===== src/asrc_pkg.sv =====
// Shared constants for the stereo sample rate converter core
package asrc_pkg;
  localparam int MCLK_HZ = 50_000_000;
  localparam int MCLK_PERIOD_PS = 20_000;
  localparam int MASTER_HZ = 16_000_000;
  localparam int MASTER_PERIOD_PS = 62_500;
  // Least time resolved between clock events, rounded up to mclk cycles
  localparam int MASTER_CYCLES = (MASTER_PERIOD_PS + MCLK_PERIOD_PS - 1) / MCLK_PERIOD_PS;
  localparam int SYNC_STAGES = 3;
  localparam int SAMPLE_W = 16;
  localparam int FIFO_DEPTH = 16;
  localparam int FIFO_AW = 4;
  localparam int FRAC_W = 16;
  localparam int SUBFILTERS = 65536;
  localparam int RATIO_W = 18;
  localparam logic [4:0] TARGET_FILL = 5'h05;
  localparam logic [1:0] MAX_ADVANCE = 2'h2;
  localparam logic [RATIO_W-1:0] RATIO_UNITY = 18'h10000;
  localparam logic [RATIO_W-1:0] RATIO_MAX = 18'h20000;
  localparam int TRIM_POS = 12;
  localparam int SLOW_CORNER_HZ = 3;
  localparam int FAST_CORNER_HZ = 12;
  localparam int ROLLOFF_DB_PER_OCTAVE = 6;
  localparam int SLOW_SETTLE_MS = 800;
  localparam int FAST_SETTLE_MS = 200;
  localparam longint SLOW_SETTLE_CYC = longint'(SLOW_SETTLE_MS) * (MCLK_HZ / 1000);
  localparam longint FAST_SETTLE_CYC = longint'(FAST_SETTLE_MS) * (MCLK_HZ / 1000);
  // Corner ratio 12/3 = 4 means two more bits of smoothing in slow mode
  localparam logic [3:0] FAST_SHIFT = 4'h6;
  localparam logic [3:0] SLOW_SHIFT = 4'h8;
  typedef enum logic [1:0] {
    ST_IDLE = 2'b00,
    ST_POP = 2'b01,
    ST_EMIT = 2'b11
  } rd_state_t;
endpackage : asrc_pkg


===== src/sample_fifo.sv =====
// Input sample FIFO with a write address counter and valid/ready on both sides
`timescale 1ns/10ps
module sample_fifo #(
  parameter int WIDTH = 32,
  parameter int DEPTH = 16,
  parameter int AW = 4
) (
  input wire logic mclk,
  input wire logic rst_n,
  input wire logic wrValid,
  input wire logic [WIDTH-1:0] wrData,
  output logic wrReady,
  output logic rdValid,
  output logic [WIDTH-1:0] rdData,
  input wire logic rdReady,
  output logic [AW:0] fill,
  output logic [AW-1:0] wrAddr,
  output logic [AW-1:0] rdAddr
);
  logic [WIDTH-1:0] mem [DEPTH];
  logic doWrite;
  logic doRead;

  assign wrReady = (fill != (AW+1)'(DEPTH));
  assign rdValid = (fill != '0);
  assign rdData = mem[rdAddr];
  assign doWrite = wrValid && wrReady;
  assign doRead = rdValid && rdReady;

  always_ff @(posedge mclk) begin
    if (doWrite) begin
      mem[wrAddr] <= wrData;
    end
  end

  // Write address steps once per stored stereo frame
  always_ff @(posedge mclk or negedge rst_n) begin
    if (!rst_n) begin
      wrAddr <= '0;
    end else if (doWrite) begin
      wrAddr <= (wrAddr == AW'(DEPTH - 1)) ? '0 : wrAddr + 1'b1;
    end
  end

  always_ff @(posedge mclk or negedge rst_n) begin
    if (!rst_n) begin
      rdAddr <= '0;
    end else if (doRead) begin
      rdAddr <= (rdAddr == AW'(DEPTH - 1)) ? '0 : rdAddr + 1'b1;
    end
  end

  always_ff @(posedge mclk or negedge rst_n) begin
    if (!rst_n) begin
      fill <= '0;
    end else if (doWrite && !doRead) begin
      fill <= fill + 1'b1;
    end else if (doRead && !doWrite) begin
      fill <= fill - 1'b1;
    end
  end

  AST_WR_ADVANCE: assert property (@(posedge mclk) disable iff (!rst_n)
    doWrite && wrAddr != AW'(DEPTH - 1) |=> wrAddr == $past(wrAddr) + 1'b1)
    else $error("write address did not advance on a stored frame");
endmodule : sample_fifo


===== src/asrc_core.sv =====
// Servo loop, phase selection and read control of the sample rate converter
`timescale 1ns/10ps
module asrc_core
  import asrc_pkg::*;
#(
  parameter longint SLOW_SETTLE_CYCLES = SLOW_SETTLE_CYC,
  parameter longint FAST_SETTLE_CYCLES = FAST_SETTLE_CYC
) (
  input wire logic mclk,
  input wire logic rst_n,
  input wire logic inputFrameClock,
  input wire logic outputFrameClock,
  input wire logic settleSlowSelect,
  input wire logic muteRequest,
  input wire logic [asrc_pkg::SAMPLE_W-1:0] inLeft,
  input wire logic [asrc_pkg::SAMPLE_W-1:0] inRight,
  output logic inReady,
  output logic muteStatus,
  output logic ratioSettled,
  output logic outValid,
  output logic [asrc_pkg::SAMPLE_W-1:0] outLeft,
  output logic [asrc_pkg::SAMPLE_W-1:0] outRight,
  output logic [asrc_pkg::FIFO_AW-1:0] fifoReadStart,
  output logic [asrc_pkg::FIFO_AW-1:0] fifoWriteAddr,
  output logic [asrc_pkg::FRAC_W-1:0] coefStart,
  output logic [asrc_pkg::RATIO_W-1:0] ratio
);
  import asrc_pkg::*;

  localparam int NPIN = 4;

  logic [1:0] rstPipe;
  logic rstSync_n;
  logic [NPIN-1:0] pins;
  logic [NPIN-1:0] sync1;
  logic [NPIN-1:0] sync2;
  logic [NPIN-1:0] sync3;
  logic [NPIN-1:0] level;
  logic [NPIN-1:0] levelDly;
  logic inEvt;
  logic outEvt;
  logic settleSlow;
  logic muteReq;
  logic fifoRdValid;
  logic fifoRdReady;
  logic [2*SAMPLE_W-1:0] fifoRdData;
  logic [FIFO_AW:0] fill;
  logic overflow;
  logic underflow;
  logic [1:0] inCount;
  logic [3:0] activeShift;
  logic signed [RATIO_W+1:0] ratioDiff;
  logic signed [RATIO_W+1:0] next_ratio;
  logic signed [RATIO_W+1:0] fillErr;
  logic signed [RATIO_W+1:0] stepRaw;
  logic [RATIO_W-1:0] step;
  logic [FRAC_W-1:0] phaseFrac;
  logic [RATIO_W-1:0] phaseSum;
  logic [1:0] advance;
  logic [1:0] pending;
  rd_state_t state;
  logic [SAMPLE_W-1:0] holdLeft;
  logic [SAMPLE_W-1:0] holdRight;
  logic [25:0] settleCount;
  logic [25:0] settleLimit;

  //////////////////////////////////////////////////////////////////////////////
  // Reset release and pin synchronisers

  assign rstSync_n = rstPipe[1];

  always_ff @(posedge mclk or negedge rst_n) begin
    if (!rst_n) begin
      rstPipe <= 2'h0;
    end else begin
      rstPipe <= {rstPipe[0], 1'b1};
    end
  end

  assign pins = {muteRequest, settleSlowSelect, outputFrameClock, inputFrameClock};

  // Only stable agreement of the last two stages counts, so a runt pulse
  // on a frame clock cannot fake a sample event
  always_ff @(posedge mclk or negedge rstSync_n) begin
    if (!rstSync_n) begin
      sync1 <= '0;
      sync2 <= '0;
      sync3 <= '0;
      level <= '0;
      levelDly <= '0;
    end else begin
      sync1 <= pins;
      sync2 <= sync1;
      sync3 <= sync2;
      for (int i = 0; i < NPIN; i++) begin
        if (sync2[i] == sync3[i]) begin
          level[i] <= sync3[i];
        end
      end
      levelDly <= level;
    end
  end

  assign inEvt = level[0] && !levelDly[0];
  assign outEvt = level[1] && !levelDly[1];
  assign settleSlow = level[2];
  assign muteReq = level[3];

  AST_EVENT_PULSE: assert property (@(posedge mclk) disable iff (!rstSync_n)
    inEvt |=> !inEvt)
    else $error("input frame event lasted more than one cycle");

  //////////////////////////////////////////////////////////////////////////////
  // Input sample FIFO

  sample_fifo #(
    .WIDTH(2 * SAMPLE_W),
    .DEPTH(FIFO_DEPTH),
    .AW(FIFO_AW)
  ) u_fifo (
    .mclk(mclk),
    .rst_n(rstSync_n),
    .wrValid(inEvt),
    .wrData({inLeft, inRight}),
    .wrReady(inReady),
    .rdValid(fifoRdValid),
    .rdData(fifoRdData),
    .rdReady(fifoRdReady),
    .fill(fill),
    .wrAddr(fifoWriteAddr),
    .rdAddr(fifoReadStart)
  );

  // Write pointer running into the read pointer, or a read past the write
  assign overflow = inEvt && !inReady;
  assign underflow = (state == ST_POP) && (pending != 2'h0) && !fifoRdValid;

  // Set wins over the clear; recovery waits for the nominal spacing again
  always_ff @(posedge mclk or negedge rstSync_n) begin
    if (!rstSync_n) begin
      muteStatus <= 1'b0;
    end else if (overflow || underflow) begin
      muteStatus <= 1'b1;
    end else if (fill == TARGET_FILL) begin
      muteStatus <= 1'b0;
    end
  end

  AST_MUTE_ON_CROSS: assert property (@(posedge mclk) disable iff (!rstSync_n)
    overflow || underflow |=> muteStatus)
    else $error("pointer crossing did not raise mute status");

  //////////////////////////////////////////////////////////////////////////////
  // Servo loop: ratio estimate from both clocks' past events

  // Input events seen during the current output period, saturating
  always_ff @(posedge mclk or negedge rstSync_n) begin
    if (!rstSync_n) begin
      inCount <= 2'h0;
    end else if (outEvt) begin
      inCount <= {1'b0, inEvt};
    end else if (inEvt && inCount != 2'h3) begin
      inCount <= inCount + 2'h1;
    end
  end

  // Loop gain is latched only at an output event, so a pin change never
  // splits one update between two gains
  always_ff @(posedge mclk or negedge rstSync_n) begin
    if (!rstSync_n) begin
      activeShift <= SLOW_SHIFT;
    end else if (outEvt) begin
      activeShift <= settleSlow ? SLOW_SHIFT : FAST_SHIFT;
    end
  end

  AST_SHIFT_HOLD: assert property (@(posedge mclk) disable iff (!rstSync_n)
    !outEvt |=> $stable(activeShift))
    else $error("loop gain changed outside an output event");

  AST_SHIFT_SELECT: assert property (@(posedge mclk) disable iff (!rstSync_n)
    outEvt |=> activeShift == ($past(settleSlow) ? SLOW_SHIFT : FAST_SHIFT))
    else $error("settle select picked the wrong loop gain");

  // One-pole smoothing: ratio += (measured - ratio) / 2^shift, 6 dB/octave
  always_comb begin
    ratioDiff = $signed({2'b00, inCount, FRAC_W'(0)}) - $signed({2'b00, ratio});
    next_ratio = $signed({2'b00, ratio}) + (ratioDiff >>> activeShift);
  end

  always_ff @(posedge mclk or negedge rstSync_n) begin
    if (!rstSync_n) begin
      ratio <= RATIO_UNITY;
    end else if (outEvt) begin
      ratio <= next_ratio[RATIO_W-1:0];
    end
  end

  //////////////////////////////////////////////////////////////////////////////
  // Settling indicator: quiet time after reset, a mode switch or a FIFO overflow/underflow

  assign settleLimit = settleSlow ? 26'(SLOW_SETTLE_CYCLES) : 26'(FAST_SETTLE_CYCLES);

  always_ff @(posedge mclk or negedge rstSync_n) begin
    if (!rstSync_n) begin
      settleCount <= '0;
    end else if (level[2] != levelDly[2] || overflow || underflow) begin
      settleCount <= '0;
    end else if (settleCount < settleLimit) begin
      settleCount <= settleCount + 26'h1;
    end
  end

  assign ratioSettled = (settleCount >= settleLimit);

  //////////////////////////////////////////////////////////////////////////////
  // Phase accumulator: read advance and subfilter selection

  // A fill above target reads slightly faster, below slightly slower,
  // which pulls the spacing back to its nominal value
  always_comb begin
    fillErr = $signed({{(RATIO_W+1-FIFO_AW){1'b0}}, fill}) - $signed(20'(TARGET_FILL));
    stepRaw = $signed({2'b00, ratio}) + (fillErr <<< TRIM_POS);
    if (stepRaw < 0) begin
      step = '0;
    end else if (stepRaw > $signed({2'b00, RATIO_MAX})) begin
      step = RATIO_MAX;
    end else begin
      step = stepRaw[RATIO_W-1:0];
    end
    phaseSum = {2'b00, phaseFrac} + step;
    advance = (phaseSum[RATIO_W-1:FRAC_W] > MAX_ADVANCE) ? MAX_ADVANCE :
      phaseSum[RATIO_W-1:FRAC_W];
  end

  // Fraction is how far into the input period the request falls: a late
  // request gives a large offset, i.e. a short filter delay
  always_ff @(posedge mclk or negedge rstSync_n) begin
    if (!rstSync_n) begin
      phaseFrac <= '0;
      coefStart <= '0;
    end else if (outEvt) begin
      phaseFrac <= phaseSum[FRAC_W-1:0];
      coefStart <= phaseSum[FRAC_W-1:0];
    end
  end

  AST_COEF_ONLY_AT_EVENT: assert property (@(posedge mclk) disable iff (!rstSync_n)
    !outEvt |=> $stable(coefStart))
    else $error("coefficient start moved without an output event");

  //////////////////////////////////////////////////////////////////////////////
  // Read control: consume 0..2 samples, then emit one output

  always_ff @(posedge mclk or negedge rstSync_n) begin
    if (!rstSync_n) begin
      state <= ST_IDLE;
      pending <= 2'h0;
    end else begin
      unique case (state)
        ST_IDLE: begin
          if (outEvt) begin
            pending <= advance;
            state <= ST_POP;
          end
        end
        ST_POP: begin
          if (pending == 2'h0 || !fifoRdValid) begin
            pending <= 2'h0;
            state <= ST_EMIT;
          end else begin
            pending <= pending - 2'h1;
          end
        end
        ST_EMIT: begin
          state <= ST_IDLE;
        end
        default: begin
          state <= ST_IDLE;
        end
      endcase
    end
  end

  // Every owed sample is taken once unless the FIFO runs empty; rate differences live in the phase
  assign fifoRdReady = (state == ST_POP) && (pending != 2'h0);

  AST_ADVANCE_MAX: assert property (@(posedge mclk) disable iff (!rstSync_n)
    state == ST_IDLE && outEvt |=> pending <= MAX_ADVANCE)
    else $error("read start advanced by more than two samples");

  AST_NO_DROP: assert property (@(posedge mclk) disable iff (!rstSync_n)
    state == ST_POP && pending == 2'h2 && fifoRdValid |=> fifoRdReady || underflow)
    else $error("owed input sample not consumed");

  always_ff @(posedge mclk or negedge rstSync_n) begin
    if (!rstSync_n) begin
      holdLeft <= '0;
      holdRight <= '0;
    end else if (fifoRdReady && fifoRdValid) begin
      holdLeft <= fifoRdData[2*SAMPLE_W-1:SAMPLE_W];
      holdRight <= fifoRdData[SAMPLE_W-1:0];
    end
  end

  // The convolver is outside; this stage hands it the newest read sample
  always_ff @(posedge mclk or negedge rstSync_n) begin
    if (!rstSync_n) begin
      outValid <= 1'b0;
      outLeft <= '0;
      outRight <= '0;
    end else begin
      outValid <= (state == ST_EMIT);
      if (state == ST_EMIT) begin
        outLeft <= muteReq ? '0 : holdLeft;
        outRight <= muteReq ? '0 : holdRight;
      end
    end
  end

  AST_EMIT_AFTER_EVENT: assert property (@(posedge mclk) disable iff (!rstSync_n)
    state == ST_IDLE && outEvt |-> ##[3:5] outValid)
    else $error("output event produced no output sample");

  AST_MUTE_ZERO: assert property (@(posedge mclk) disable iff (!rstSync_n)
    outValid && $past(muteReq) |-> outLeft == '0 && outRight == '0)
    else $error("muted output carried non-zero data");

endmodule : asrc_core


===== config.mk =====
export PLATFORM = sky130hd
export DESIGN_NAME = asrc_core
export DESIGN_NICKNAME = d
export VERILOG_FILES = /design/src/asrc_pkg.sv /design/src/sample_fifo.sv /design/src/asrc_core.sv
export SDC_FILE = /design/constraint.sdc
export NUM_CORES = 1
export LEC_CHECK = 0
export BUFFER_PORTS_ARGS = -buffer_cell sky130_fd_sc_hd__buf_2
export CORE_UTILIZATION = 55
export CTS_BUF_LIST = sky130_fd_sc_hd__clkbuf_8
export DETAILED_ROUTE_END_ITERATION = 10
export GPL_ROUTABILITY_DRIVEN = 0
export GPL_TIMING_DRIVEN = 0
export PLACE_DENSITY = 0.75
export REMOVE_ABC_BUFFERS = 1
export SLEW_MARGIN = 25
export SYNTH_ARGS = -nofsm -noshare
export SYNTH_HDL_FRONTEND = slang
export SYNTH_SLANG_ARGS = --single-unit

===== constraint.sdc =====
create_clock -name mclk -period 5.26 [get_ports mclk]
set_input_delay 0.789 -clock mclk [delete_from_list [all_inputs] [get_ports mclk]]
set_output_delay 0.789 -clock mclk [all_outputs]
set_load 0.02 [all_outputs]

# Word level (Yosys, flattened, before mapping)
# Memories as Yosys holds them, arrays and structs flattened. A register that Yosys moved wholly into a read port is not among the register bits.
# Index checks and enable logic that the tools add are counted.
[op_classes]
n_addsub = 12
magnitude_cmp = 5
eq_ne = 14
n_shift = 1
mux = 25
n_reduce_logical = 32
[ops]
columns = ["cell", "n"]
rows = [
  ["26-bit 2-to-1 mux", 3],
  ["18-bit 2-to-1 mux", 2],
  ["16-bit 2-to-1 mux", 2],
  ["26-bit by 1-bit adder with 26-bit output (second input constant)", 1],
  ["26-bit >= comparator", 1],
  ["26-bit less-than comparator", 1],
  ["19-bit by 18-bit adder with 20-bit output", 1],
  ["20-bit by 19-bit greater-than comparator with 1-bit output (second input constant)", 1],
  ["20-bit by 1-bit less-than comparator with 1-bit output (second input constant)", 1],
  ["19-bit by 4-bit >>> shifter with 18-bit output", 1],
  ["18-bit by 18-bit subtractor with 19-bit output", 1],
  ["16-bit by 18-bit adder with 18-bit output", 1],
  ["18-bit adder", 1],
  ["2-bit 2-to-1 mux", 7],
  ["4-bit 2-to-1 mux", 3],
  ["2-bit nonzero test", 6],
  ["1-bit logical AND", 10],
  ["5-bit 2-to-1 mux", 2],
  ["4-bit by 1-bit adder with 4-bit output (second input constant)", 2],
  ["4-bit equality test (second input constant)", 2],
  ["2-bit one-hot mux with 2 select lines", 2],
  ["1-bit zero test", 7],
  ["5-bit by 3-bit subtractor with 6-bit output (second input constant)", 1],
  ["5-bit by 1-bit adder with 5-bit output (second input constant)", 1],
  ["17 further kinds", 29],
]
[word_totals]
ff_bits = 138
ram_bits = 512
output_inout_bits = 78
n_memories = 1
[mem_list]
columns = ["memory", "depth", "word_bits", "rd", "rd_clocked_by_memory_dff", "wr", "line", "source"]
rows = [
  ["u_fifo.mem", 16, 32, 1, 1, 1, "sample_fifo.sv:20", "logic [WIDTH-1:0] mem [DEPTH];"],
]

# Longest topological paths before layout
# Gate-level depths: netlist (run 1).
[depth]
word_depth = 10
depth_mapped = 22

# Hierarchy
# A second synthesis (run 1) with hierarchy kept.
[unflattened]
cells_unflattened = 1878
hier_area_um2 = 29472.0
[by_module_without_submodules]
columns = ["mod", "instances", "cells_per_inst", "area_per_inst_um2", "seq_area_each_um2"]
rows = [
  ["sample_fifo", 1, 950, 20440.9, 15700.1],
  ["asrc_core", 1, 928, 9031.2, 3881.2],
]

# Worst setup path before layout (run 1)
# No wires, ideal clock.
[synth_timing]
path_type = "reg2reg"
from = "register u_fifo.fill[0]"
to = "register pending[0]"
setup_ps = 65
arrival_ps = 5120
t_required_ps = 5195
slack_ps = 75
stages_incl_launch_ff = 21
n_path_buf = 1
path_cell_list = "dfrtp_1 -> inv_1 -> ha_1 -> inv_1 -> ha_1 -> a211o_1 -> a21o_1 -> a21o_1 -> a2111oi_0 -> o32a_1 -> clkbuf_1 -> and2_1 -> ha_1 -> a211oi_1 -> a2111oi_0 -> a2111oi_0 -> a211oi_1 -> o21ai_0 -> a21oi_1 -> nor4b_1 -> o22a_1"
[synth_between]
elab_chain_cells = 10
elab_cells_between_ends = 15
[synth_lines]
columns = ["item", "line", "source"]
rows = [
  ["start: declaration", "sample_fifo.sv:16", "output logic [AW:0] fill,"],
  ["start signal: assignment", "sample_fifo.sv:57", "fill <= fill + 1'b1;"],
  ["start signal: assignment", "sample_fifo.sv:59", "fill <= fill - 1'b1;"],
  ["5-bit by 3-bit subtractor with 6-bit output *", "asrc_core.sv:222", "fillErr = $signed({{(RATIO_W+1-FIFO_AW){1'b0}}, fill}) - $signed(20'(TARGET_FILL));"],
  ["named net fillErr[0]", "asrc_core.sv:54", "logic signed [RATIO_W+1:0] fillErr;"],
  ["19-bit by 18-bit adder with 20-bit output *", "asrc_core.sv:223", "stepRaw = $signed({2'b00, ratio}) + (fillErr <<< TRIM_POS);"],
  ["20-bit by 19-bit greater-than comparator with 1-bit output", "asrc_core.sv:226", "end else if (stepRaw > $signed({2'b00, RATIO_MAX})) begin"],
  ["18-bit 2-to-1 mux", "asrc_core.sv:226", ""],
  ["18-bit 2-to-1 mux *", "asrc_core.sv:224", "if (stepRaw < 0) begin"],
  ["16-bit by 18-bit adder with 18-bit output *", "asrc_core.sv:231", "phaseSum = {2'b00, phaseFrac} + step;"],
  ["2-bit greater-than comparator", "asrc_core.sv:232", "advance = (phaseSum[RATIO_W-1:FRAC_W] > MAX_ADVANCE) ? MAX_ADVANCE :"],
  ["2-bit 2-to-1 mux *", "asrc_core.sv:232", ""],
  ["2-bit 2-to-1 mux *", "asrc_core.sv:262", "if (outEvt) begin"],
  ["2-bit one-hot mux with 2 select lines *", "asrc_core.sv:260", "unique case (state)"],
  ["end signal: assignment", "asrc_core.sv:263", "pending <= advance;"],
  ["end signal: assignment", "asrc_core.sv:272", "pending <= pending - 2'h1;"],
  ["end: declaration", "asrc_core.sv:60", "logic [1:0] pending;"],
]
# Mark *: on every way through the listed nets, which the timed path passes. The rest lies on a longest branch. The select of a mux whose other input is x is not followed.
# A chain may end at the register's enable or synchronous reset.

# Final worst setup path (run 1)
[layout_timing]
from = "register ratio[6] in the netlist's numbering"
to = "register pending[0]"
[layout_between]
elab_chain_cells = 9
elab_cells_between_ends = 10
[layout_lines]
columns = ["item", "line", "source"]
rows = [
  ["start: declaration", "asrc_core.sv:26", "output logic [asrc_pkg::RATIO_W-1:0] ratio"],
  ["start signal: assignment", "asrc_core.sv:195", "ratio <= next_ratio[RATIO_W-1:0];"],
  ["19-bit by 18-bit adder with 20-bit output *", "asrc_core.sv:223", ""],
  ["20-bit by 19-bit greater-than comparator with 1-bit output", "asrc_core.sv:226", ""],
  ["18-bit 2-to-1 mux", "asrc_core.sv:226", ""],
  ["18-bit 2-to-1 mux *", "asrc_core.sv:224", ""],
  ["16-bit by 18-bit adder with 18-bit output *", "asrc_core.sv:231", ""],
  ["2-bit greater-than comparator", "asrc_core.sv:232", ""],
  ["2-bit 2-to-1 mux *", "asrc_core.sv:232", ""],
  ["2-bit 2-to-1 mux *", "asrc_core.sv:262", ""],
  ["2-bit one-hot mux with 2 select lines *", "asrc_core.sv:260", ""],
]
# Every way passes the cells marked *; elsewhere a longest branch is shown, timed or not. The select of a mux whose other input is x is not followed.

==> results of run 1 <==
[state kept, by name, indices dropped and copies added (netlist names), 5 cells and up]
| name | flops |
|---|---|
| holdLeft | 16 |
| holdRight | 16 |
| outLeft | 16 |
| outRight | 16 |
| phaseFrac | 16 |
| ratio | 18 |
| settleCount | 26 |
| u_fifo.fill | 5 |
| u_fifo.mem | 512 |
[cells in the final DEF, fill, tap and decap left out, types with 18 or more instances in the layout]
master,instances
a21o_1,20
a21oi_1,41
buf_16,24
buf_2,115
buf_4,33
clkbuf_8,125
clkinv_2,19
dfrtp_1,158
edfxtp_1,512
ha_1,69
inv_1,75
mux2i_1,135
mux4_2,68
nand2_1,223
nand2b_1,45
nand3_1,18
nor2_1,124
nor3_1,21
o21ai_0,153
o221ai_1,64
xnor2_1,54
xor2_1,26
[critical path: cells and delay by family, from the launching register on]
family / cells / cell delay (ps)
simple gates: 6 / 2290
flops: 1 / 490
compound gates: 8 / 1830
buf+inv: 1 / 130
fa+ha+maj: 1 / 280
[cells by family after synthesis]
family	Yosys count
AO/OA/AOI/OAI	350
XOR/XNOR	81
adder cells (fa/ha/maj)	79
buffers and inverters	137
flip-flops	680
multiplexers	208
other	1
AND/OR/NAND/NOR	524
[through the flow]
step            util  setup WS [ps]  setup TNS [ps]  std cells  hold slack (ps)
5_1_grt        0.649          -13.6           -13.6       3044              152
4_1_cts        0.647           20.8               0       3037              146
3_5_place_dp   0.603          -1120           -4280       2828              335
6_report       0.649            193               0       3045              207
3_3_place_gp   0.578          -5190         -943670       2764              335
2_1_floorplan      -          -2690          -93810       1961              331
[power breakdown]
part	leakage [nW]	total (mW)	switching, mW	internal (mW)
Sequential	6.74	7.12	0.710	6.41
Combinational	4.83	7.83	4.47	3.36
Clock	1.26	4.39	2.10	2.29
Total	12.8	19.3	7.28	12.1
[area by class of cell]
type,instances,area share
Antenna cell,3,0.000220
Clock buffer,125,0.0503
Multi-Input combinational cell,1244,0.281
Clock inverter,77,0.0125
Inverter,38,0.00432
Sequential cell,680,0.574
Timing Repair Buffer,190,0.0529
Tap cell,688,0.0252
[synth_stat cells, types with 4 or more instances]
cell type	n
buf_1	13
xnor2_1	55
nand2b_1	47
a21oi_1	42
a21o_1	20
edfxtp_1	512
nor2b_1	8
fa_1	4
nand3_1	18
clkbuf_1	80
o221ai_1	64
mux2_2	5
nor3_1	25
buf_2	5
mux2i_1	135
o21ai_0	158
nor4_1	14
a211oi_1	12
or3_1	6
maj3_1	4
and2_1	16
nand2_1	225
ha_1	71
o211ai_1	8
nor2_1	136
o21a_1	14
dfrtp_1	166
xor2_1	26
o21bai_1	7
and3_1	4
inv_1	37
nand4_1	5
mux4_2	68
[what timing repair did]
action	CTS	global route
pin swaps	3	9
hold buffers	1	0
cloned	1	0
setup buffers	5	5
resized for setup	20	18
hold endpoints to repair	2	0
endpoints found under the setup margin	8	3
[final timing paths]
| path | startpoint | to | slack, ps |
|---|---|---|---|
| setup / recovery | ratio[6] | pending[0] | 190 |
| max in group asynchronous | rstPipe[1] | level[3] | 3660 |
| min in group asynchronous | rstPipe[1] | phaseFrac[6] | 310 |
| hold / removal | outputFrameClock | sync1[1] | 210 |
| hold reg to reg | rstPipe[1] | phaseFrac[6] | 310 |
| setup reg to reg | ratio[6] | pending[0] | 190 |
[routing by layer]
metal | up-vias | wire length, um
met2 | 691 | 33000
met1 | 9104 | 28200
met5 | - | 46
met4 | 8 | 1610
li1 | 8189 | -
met3 | 148 | 4630
==> out/qor.yml, run 1 <==
grt-busiest-layer: "met2"
max_slew_margin: 0.393
ant_nets: 0
grt_overflow: 0
maxCapViolCount: 0
synthAdderAreaFrac: 0.0343
regArea_sq_um: 19600
yosys.area_share.xor_xnor: 0.0241
nNetsFinal: 2375
met1_usage: 0.340
vias: 18100
ys_warn_count: 0
cts.clk_slew.worst_paths_ps: 60
async_flop_share: 0.247
synth.distinct_cells: 67
synthFlopType: "edfxtp_1"
powerDensity_nw_per_um2: 566
die_w_um: 233
synth_top_family_by_area: "multiplexers"
worst-path-max-fanout: 7
num_rows: 84
max_freq_mhz: 197
synth_area_per_cell_sq_um: 14.3
synth-seq-area-share: 0.667
grt_util_met2: 0.411
drc: 0
max_stage_delay_ps: 600
syn2layout_area_growth_pct: 16.3
fin_crit_sh: 0.963
core_area_sq_um: 52700
dpl.hpwl_um: 43000
end_kind: "flop"
port_buffers: 115
antenna_found_initial: 8
power_mw: 19.3
outcome: "completed"
grt_max_degree: 71
min_path_type: "in2reg"
p_leak_nw: 12.8
slew_violations: 0
netlist.top_cell.by_area: "edfxtp_1"
root_buffer: "clkbuf_8"
synthDominantCellAreaShare: 0.523
synth-compound-area-share: 0.0761
n_fill_cell: 3664
via_per_inst: 5.96
wirelength_um: 67500
path_cells: "or4_4, nor4_2, nand4b_1, nor3_1, o32a_4, buf_4, and2_1, ha_1, a21oi_1, a21boi_1, a2111oi_4, a211oi_2, o21ai_1, a21oi_2, nor4b_2, o22a_1"
finalHoldViolCount: 0
finClkSkew_ps: 38.0
die_area_sq_um: 54300
synth-edff-count: 512
cpMaxStageDelayCell: "or4_4"
yosys.area_share.simple: 0.0810
muxShareOfSynthArea: 0.100
cts_made_buffers: 108
drtIter0Drc: 1642
post_dp_cell_area_sq_um: 31700
start_kind: "flop"
grt_use_met3: 0.0488
synth_seq_cells: 680
critPathRequiredTime_ps: 5900
grt_pass1_wl_um: 103000
clockBufferDepth: 3
die_h_um: 233
layout_min_cycle_time_ps: 5070
netlist_area_sq_um: 29400
dr.pass1.iters: 5
vdd_drop_max_mv: 0.329
netlist_instances: 2060
grtUsageTotal: 0.252
cts_tree: "built"
synthTopCellsByArea: "edfxtp_1 (52%), dfrtp_1 (14%), mux4_2 (5.2%)"
critical_path_class: "reg2reg"
wire_per_inst_um: 22.2
grt_pass1_vias: 18400
final_area_sq_um: 34200
rr_worst_depth: 16
clk_latency_ps: 710
start_util: 0.558
max_slew.worst_pin.slew_ps: 908
finalSetupViolations: 0
critPathArrivalTime_ps: 5710
multiInputGateArea_sq_um: 9590
ioPinCount: 116
cts.sinks: 680
cts_max_level: 3
drive_gt1_frac: 0.202
hold_depth: 1
Power figures use the tool's default switching activity.
==> inputs of run 2 (changes only) <==
--- a/config.mk
+++ b/config.mk
@@ -6,12 +6,13 @@
 export NUM_CORES = 1
 export LEC_CHECK = 0
 export BUFFER_PORTS_ARGS = -buffer_cell sky130_fd_sc_hd__buf_2
-export CORE_UTILIZATION = 55
+export CORE_MARGIN = 5
+export CORE_UTILIZATION = 50
 export CTS_BUF_LIST = sky130_fd_sc_hd__clkbuf_8
 export DETAILED_ROUTE_END_ITERATION = 10
 export GPL_ROUTABILITY_DRIVEN = 0
 export GPL_TIMING_DRIVEN = 0
-export PLACE_DENSITY = 0.75
+export PLACE_DENSITY = 0.69
 export REMOVE_ABC_BUFFERS = 1
 export SLEW_MARGIN = 25
 export SYNTH_ARGS = -nofsm -noshare
==> out/qor.yml, run 2 (synthesis results as in run 1) <==
layout.cells.non_filler: 3130  # was 3045
finalSetupTns_ps: 0  # unchanged
clockBufferDepth: 3  # unchanged
final_cell_mix: "edfxtp_1 (512), nand2_1 (223), dfrtp_1 (157)"  # was edfxtp_1 (512), nand2_1 (223), dfrtp_1 (158)
combPwrFrac: 0.407  # was 0.405
maxCapViolCount: 0  # unchanged
max_stage_delay_ps: 440  # was 600 ps
internal_power_mw: 12.0  # was 12.1 mW
cts_made_buffers: 108  # unchanged
powerDensity_nw_per_um2: 561  # was 566 nW/um^2
n_fill_cell: 4435  # was 3664
nNetsFinal: 2379  # was 2375
holdWs_ps: 197  # was 207 ps
vias: 17900  # was 18100
critPathRequiredTime_ps: 5910  # was 5900 ps
port_buffers: 115  # unchanged
start_kind: "flop"  # unchanged
grt_pass1_vias: 18200  # was 18400
vdd_drop_max_mv: 0.463  # was 0.329 mV
grt_max_degree: 71  # unchanged
root_buffer: "clkbuf_8"  # unchanged
p_sw_frac: 0.375  # was 0.376
min_path_type: "in2reg"  # unchanged
finClkSkew_ps: 41.3  # was 38.0 ps
critical_path_class: "reg2reg"  # unchanged
antenna_found_initial: 8  # unchanged
finalWorstSetupSlack_ps: 179  # was 193 ps
clk_latency_ps: 730  # was 710 ps
dpl.hpwl_um: 42900  # was 43000 um
via_per_inst: 5.73  # was 5.96
max_freq_mhz: 197  # about the same
layout_min_cycle_time_ps: 5080  # was 5070 ps
drc: 0  # unchanged
fin_crit_sh: 0.966  # was 0.963
die_w_um: 252  # was 233 um
cp_common_cell: "o21ai_1"
finalSetupViolations: 0  # unchanged
ioPinCount: 116  # unchanged
clockPowerShare: 0.224  # was 0.227
ant_nets: 0  # unchanged
crit_family: "compound AO/OA/AOI/OAI gates"  # was simple AND/OR/NAND/NOR gates
rr_worst_depth: 20  # was 16
hold_depth: 1  # unchanged
pwr-share-seq: 0.369  # was 0.368
p_sw_mw: 7.21  # was 7.28 mW
grtUsageTotal: 0.213  # was 0.252
grt_overflow: 0  # unchanged
dpl.cell_count: 2907  # was 2828
grt_pass1_wl_um: 106000  # was 103000 um
max_slew.worst_pin.slew_ps: 963  # was 908 ps
start_util: 0.507  # was 0.558
slew_violations: 0  # unchanged
die_h_um: 252  # was 233 um
end_kind: "flop"  # unchanged
drtIter0Drc: 1512  # was 1642
wirelength_um: 68300  # was 67500 um
mostFrequentLayoutCell: "edfxtp_1"  # unchanged
wire_per_inst_um: 21.8  # was 22.2 um
cpMaxStageDelayCell: "dfrtp_2"  # was or4_4
post_dp_cell_area_sq_um: 31900  # was 31700 sq um
r2r_slack_ps: 180  # was 190 ps
dr.pass1.iters: 5  # unchanged
top_register: "u_fifo.mem"  # unchanged
syn2layout_area_growth_pct: 16.8  # was 16.3%
preCtsSetupSlack_ps: -867  # was -1120 ps
cts.clk_slew.worst_paths_ps: 60  # about the same
path_cells: "o21ai_1, xor2_1, ha_1, o21a_1, a21o_1, a21o_1, and4_4, o32a_4, and2_1, ha_1, fa_2, a211oi_4, o21ai_2, a211oi_2, buf_4, o21ai_1, o21ai_1, xnor2_1, nor4b_1, o22a_1"  # was or4_4, nor4_2, nand4b_1, nor3_1, o32a_4, buf_4, and2_1, ha_1, a21oi_1, a21boi_1, a2111oi_4, a211oi_2, o21ai_1, a21oi_2, nor4b_2, o22a_1
top_regs: "u_fifo.mem (512), settleCount (26), ratio (18)"  # unchanged
p_leak_nw: 12.9  # was 12.8 nW
outcome: "completed"  # unchanged
cts.sinks: 680  # unchanged
final_area_sq_um: 34300  # was 34200 sq um
worst-path-max-fanout: 6  # was 7
cts_tree: "built"  # unchanged
cts_max_level: 3  # unchanged
finalHoldViolCount: 0  # unchanged
num_rows: 88  # was 84
largest_reg_flops: 512  # unchanged
max_slew_margin: 0.357  # was 0.393
drive_gt1_frac: 0.199  # was 0.202
die_area_sq_um: 63700  # was 54300 sq um
path_depth: 20  # was 16
core_area_sq_um: 57900  # was 52700 sq um
critPathBufInv: 1  # unchanged
critPathArrivalTime_ps: 5730  # was 5710 ps
-- run 2: cell count changes in the layout (fill, tap and decap cells not counted), moves of 3 or more --
cell      previous run  this run
inv_1               75        91
clkinv_2            19        11
buf_12              13        18
clkbuf_8           125       120
clkinv_1            11         8
o21ai_1              1         4
-- run 2: cell type report --
type	instances	area, sq um	area share
inverter	38	148	0.00430
tap	765	957	0.0279
multi-input combinational	1244	9600	0.280
antenna	5	12.5	0.000365
clock buffer	120	1650	0.0482
sequential	680	19600	0.572
timing repair buffer	194	1880	0.0548
clock inverter	84	449	0.0131
-- run 2: repair_timing --
item	in CTS	in global routing
setup endpoints to repair	8	6
cloned	1	0
endpoints found under the hold margin	2	0
pin swaps	3	11
gates resized for setup	19	21
hold buffers	1	0
setup buffers	4	8
-- run 2: final timing paths --
path	startpoint	endpoint
max reg2reg	u_fifo.fill[1]	pending[0]
max in group asynchronous	rstPipe[1]	level[3]
min	muteRequest	sync1[3]
min in group asynchronous	rstPipe[1]	ratio[6]
max	u_fifo.fill[1]	pending[0]
min reg2reg	rstPipe[1]	ratio[6]
-- run 2: through the flow --
| step | util | total power [mW] |
|---|---|---|
| floorplan | - | 12.6 |
| global placement | 0.527 | 14.2 |
| detailed placement | 0.551 | 14.6 |
| CTS | 0.589 | 19.2 |
| global route | 0.592 | 20.4 |
| finish | 0.592 | 19.2 |
-- run 2: power groups by stage --
stage	logic (mW)	clock network, mW	registers, mW
global placement	6.61	0	7.55
global route	8.59	4.66	7.17
floorplan	5.10	0	7.53
finish	7.83	4.31	7.09
detailed placement	7.37	0	7.19
CTS	7.67	4.41	7.09
-- run 2: layer usage --
layer | track usage | wire length (um) | part of all wire | vias up
li1 | - | - | - | 8217
met1 | 0.298 | 29600 | 0.43 | 9043
met2 | 0.345 | 32800 | 0.48 | 524
met3 | 0.0396 | 4120 | 0.060 | 133
met4 | 0.0633 | 1700 | 0.025 | 6
met5 | 0 | 36 | 0.00053 | -
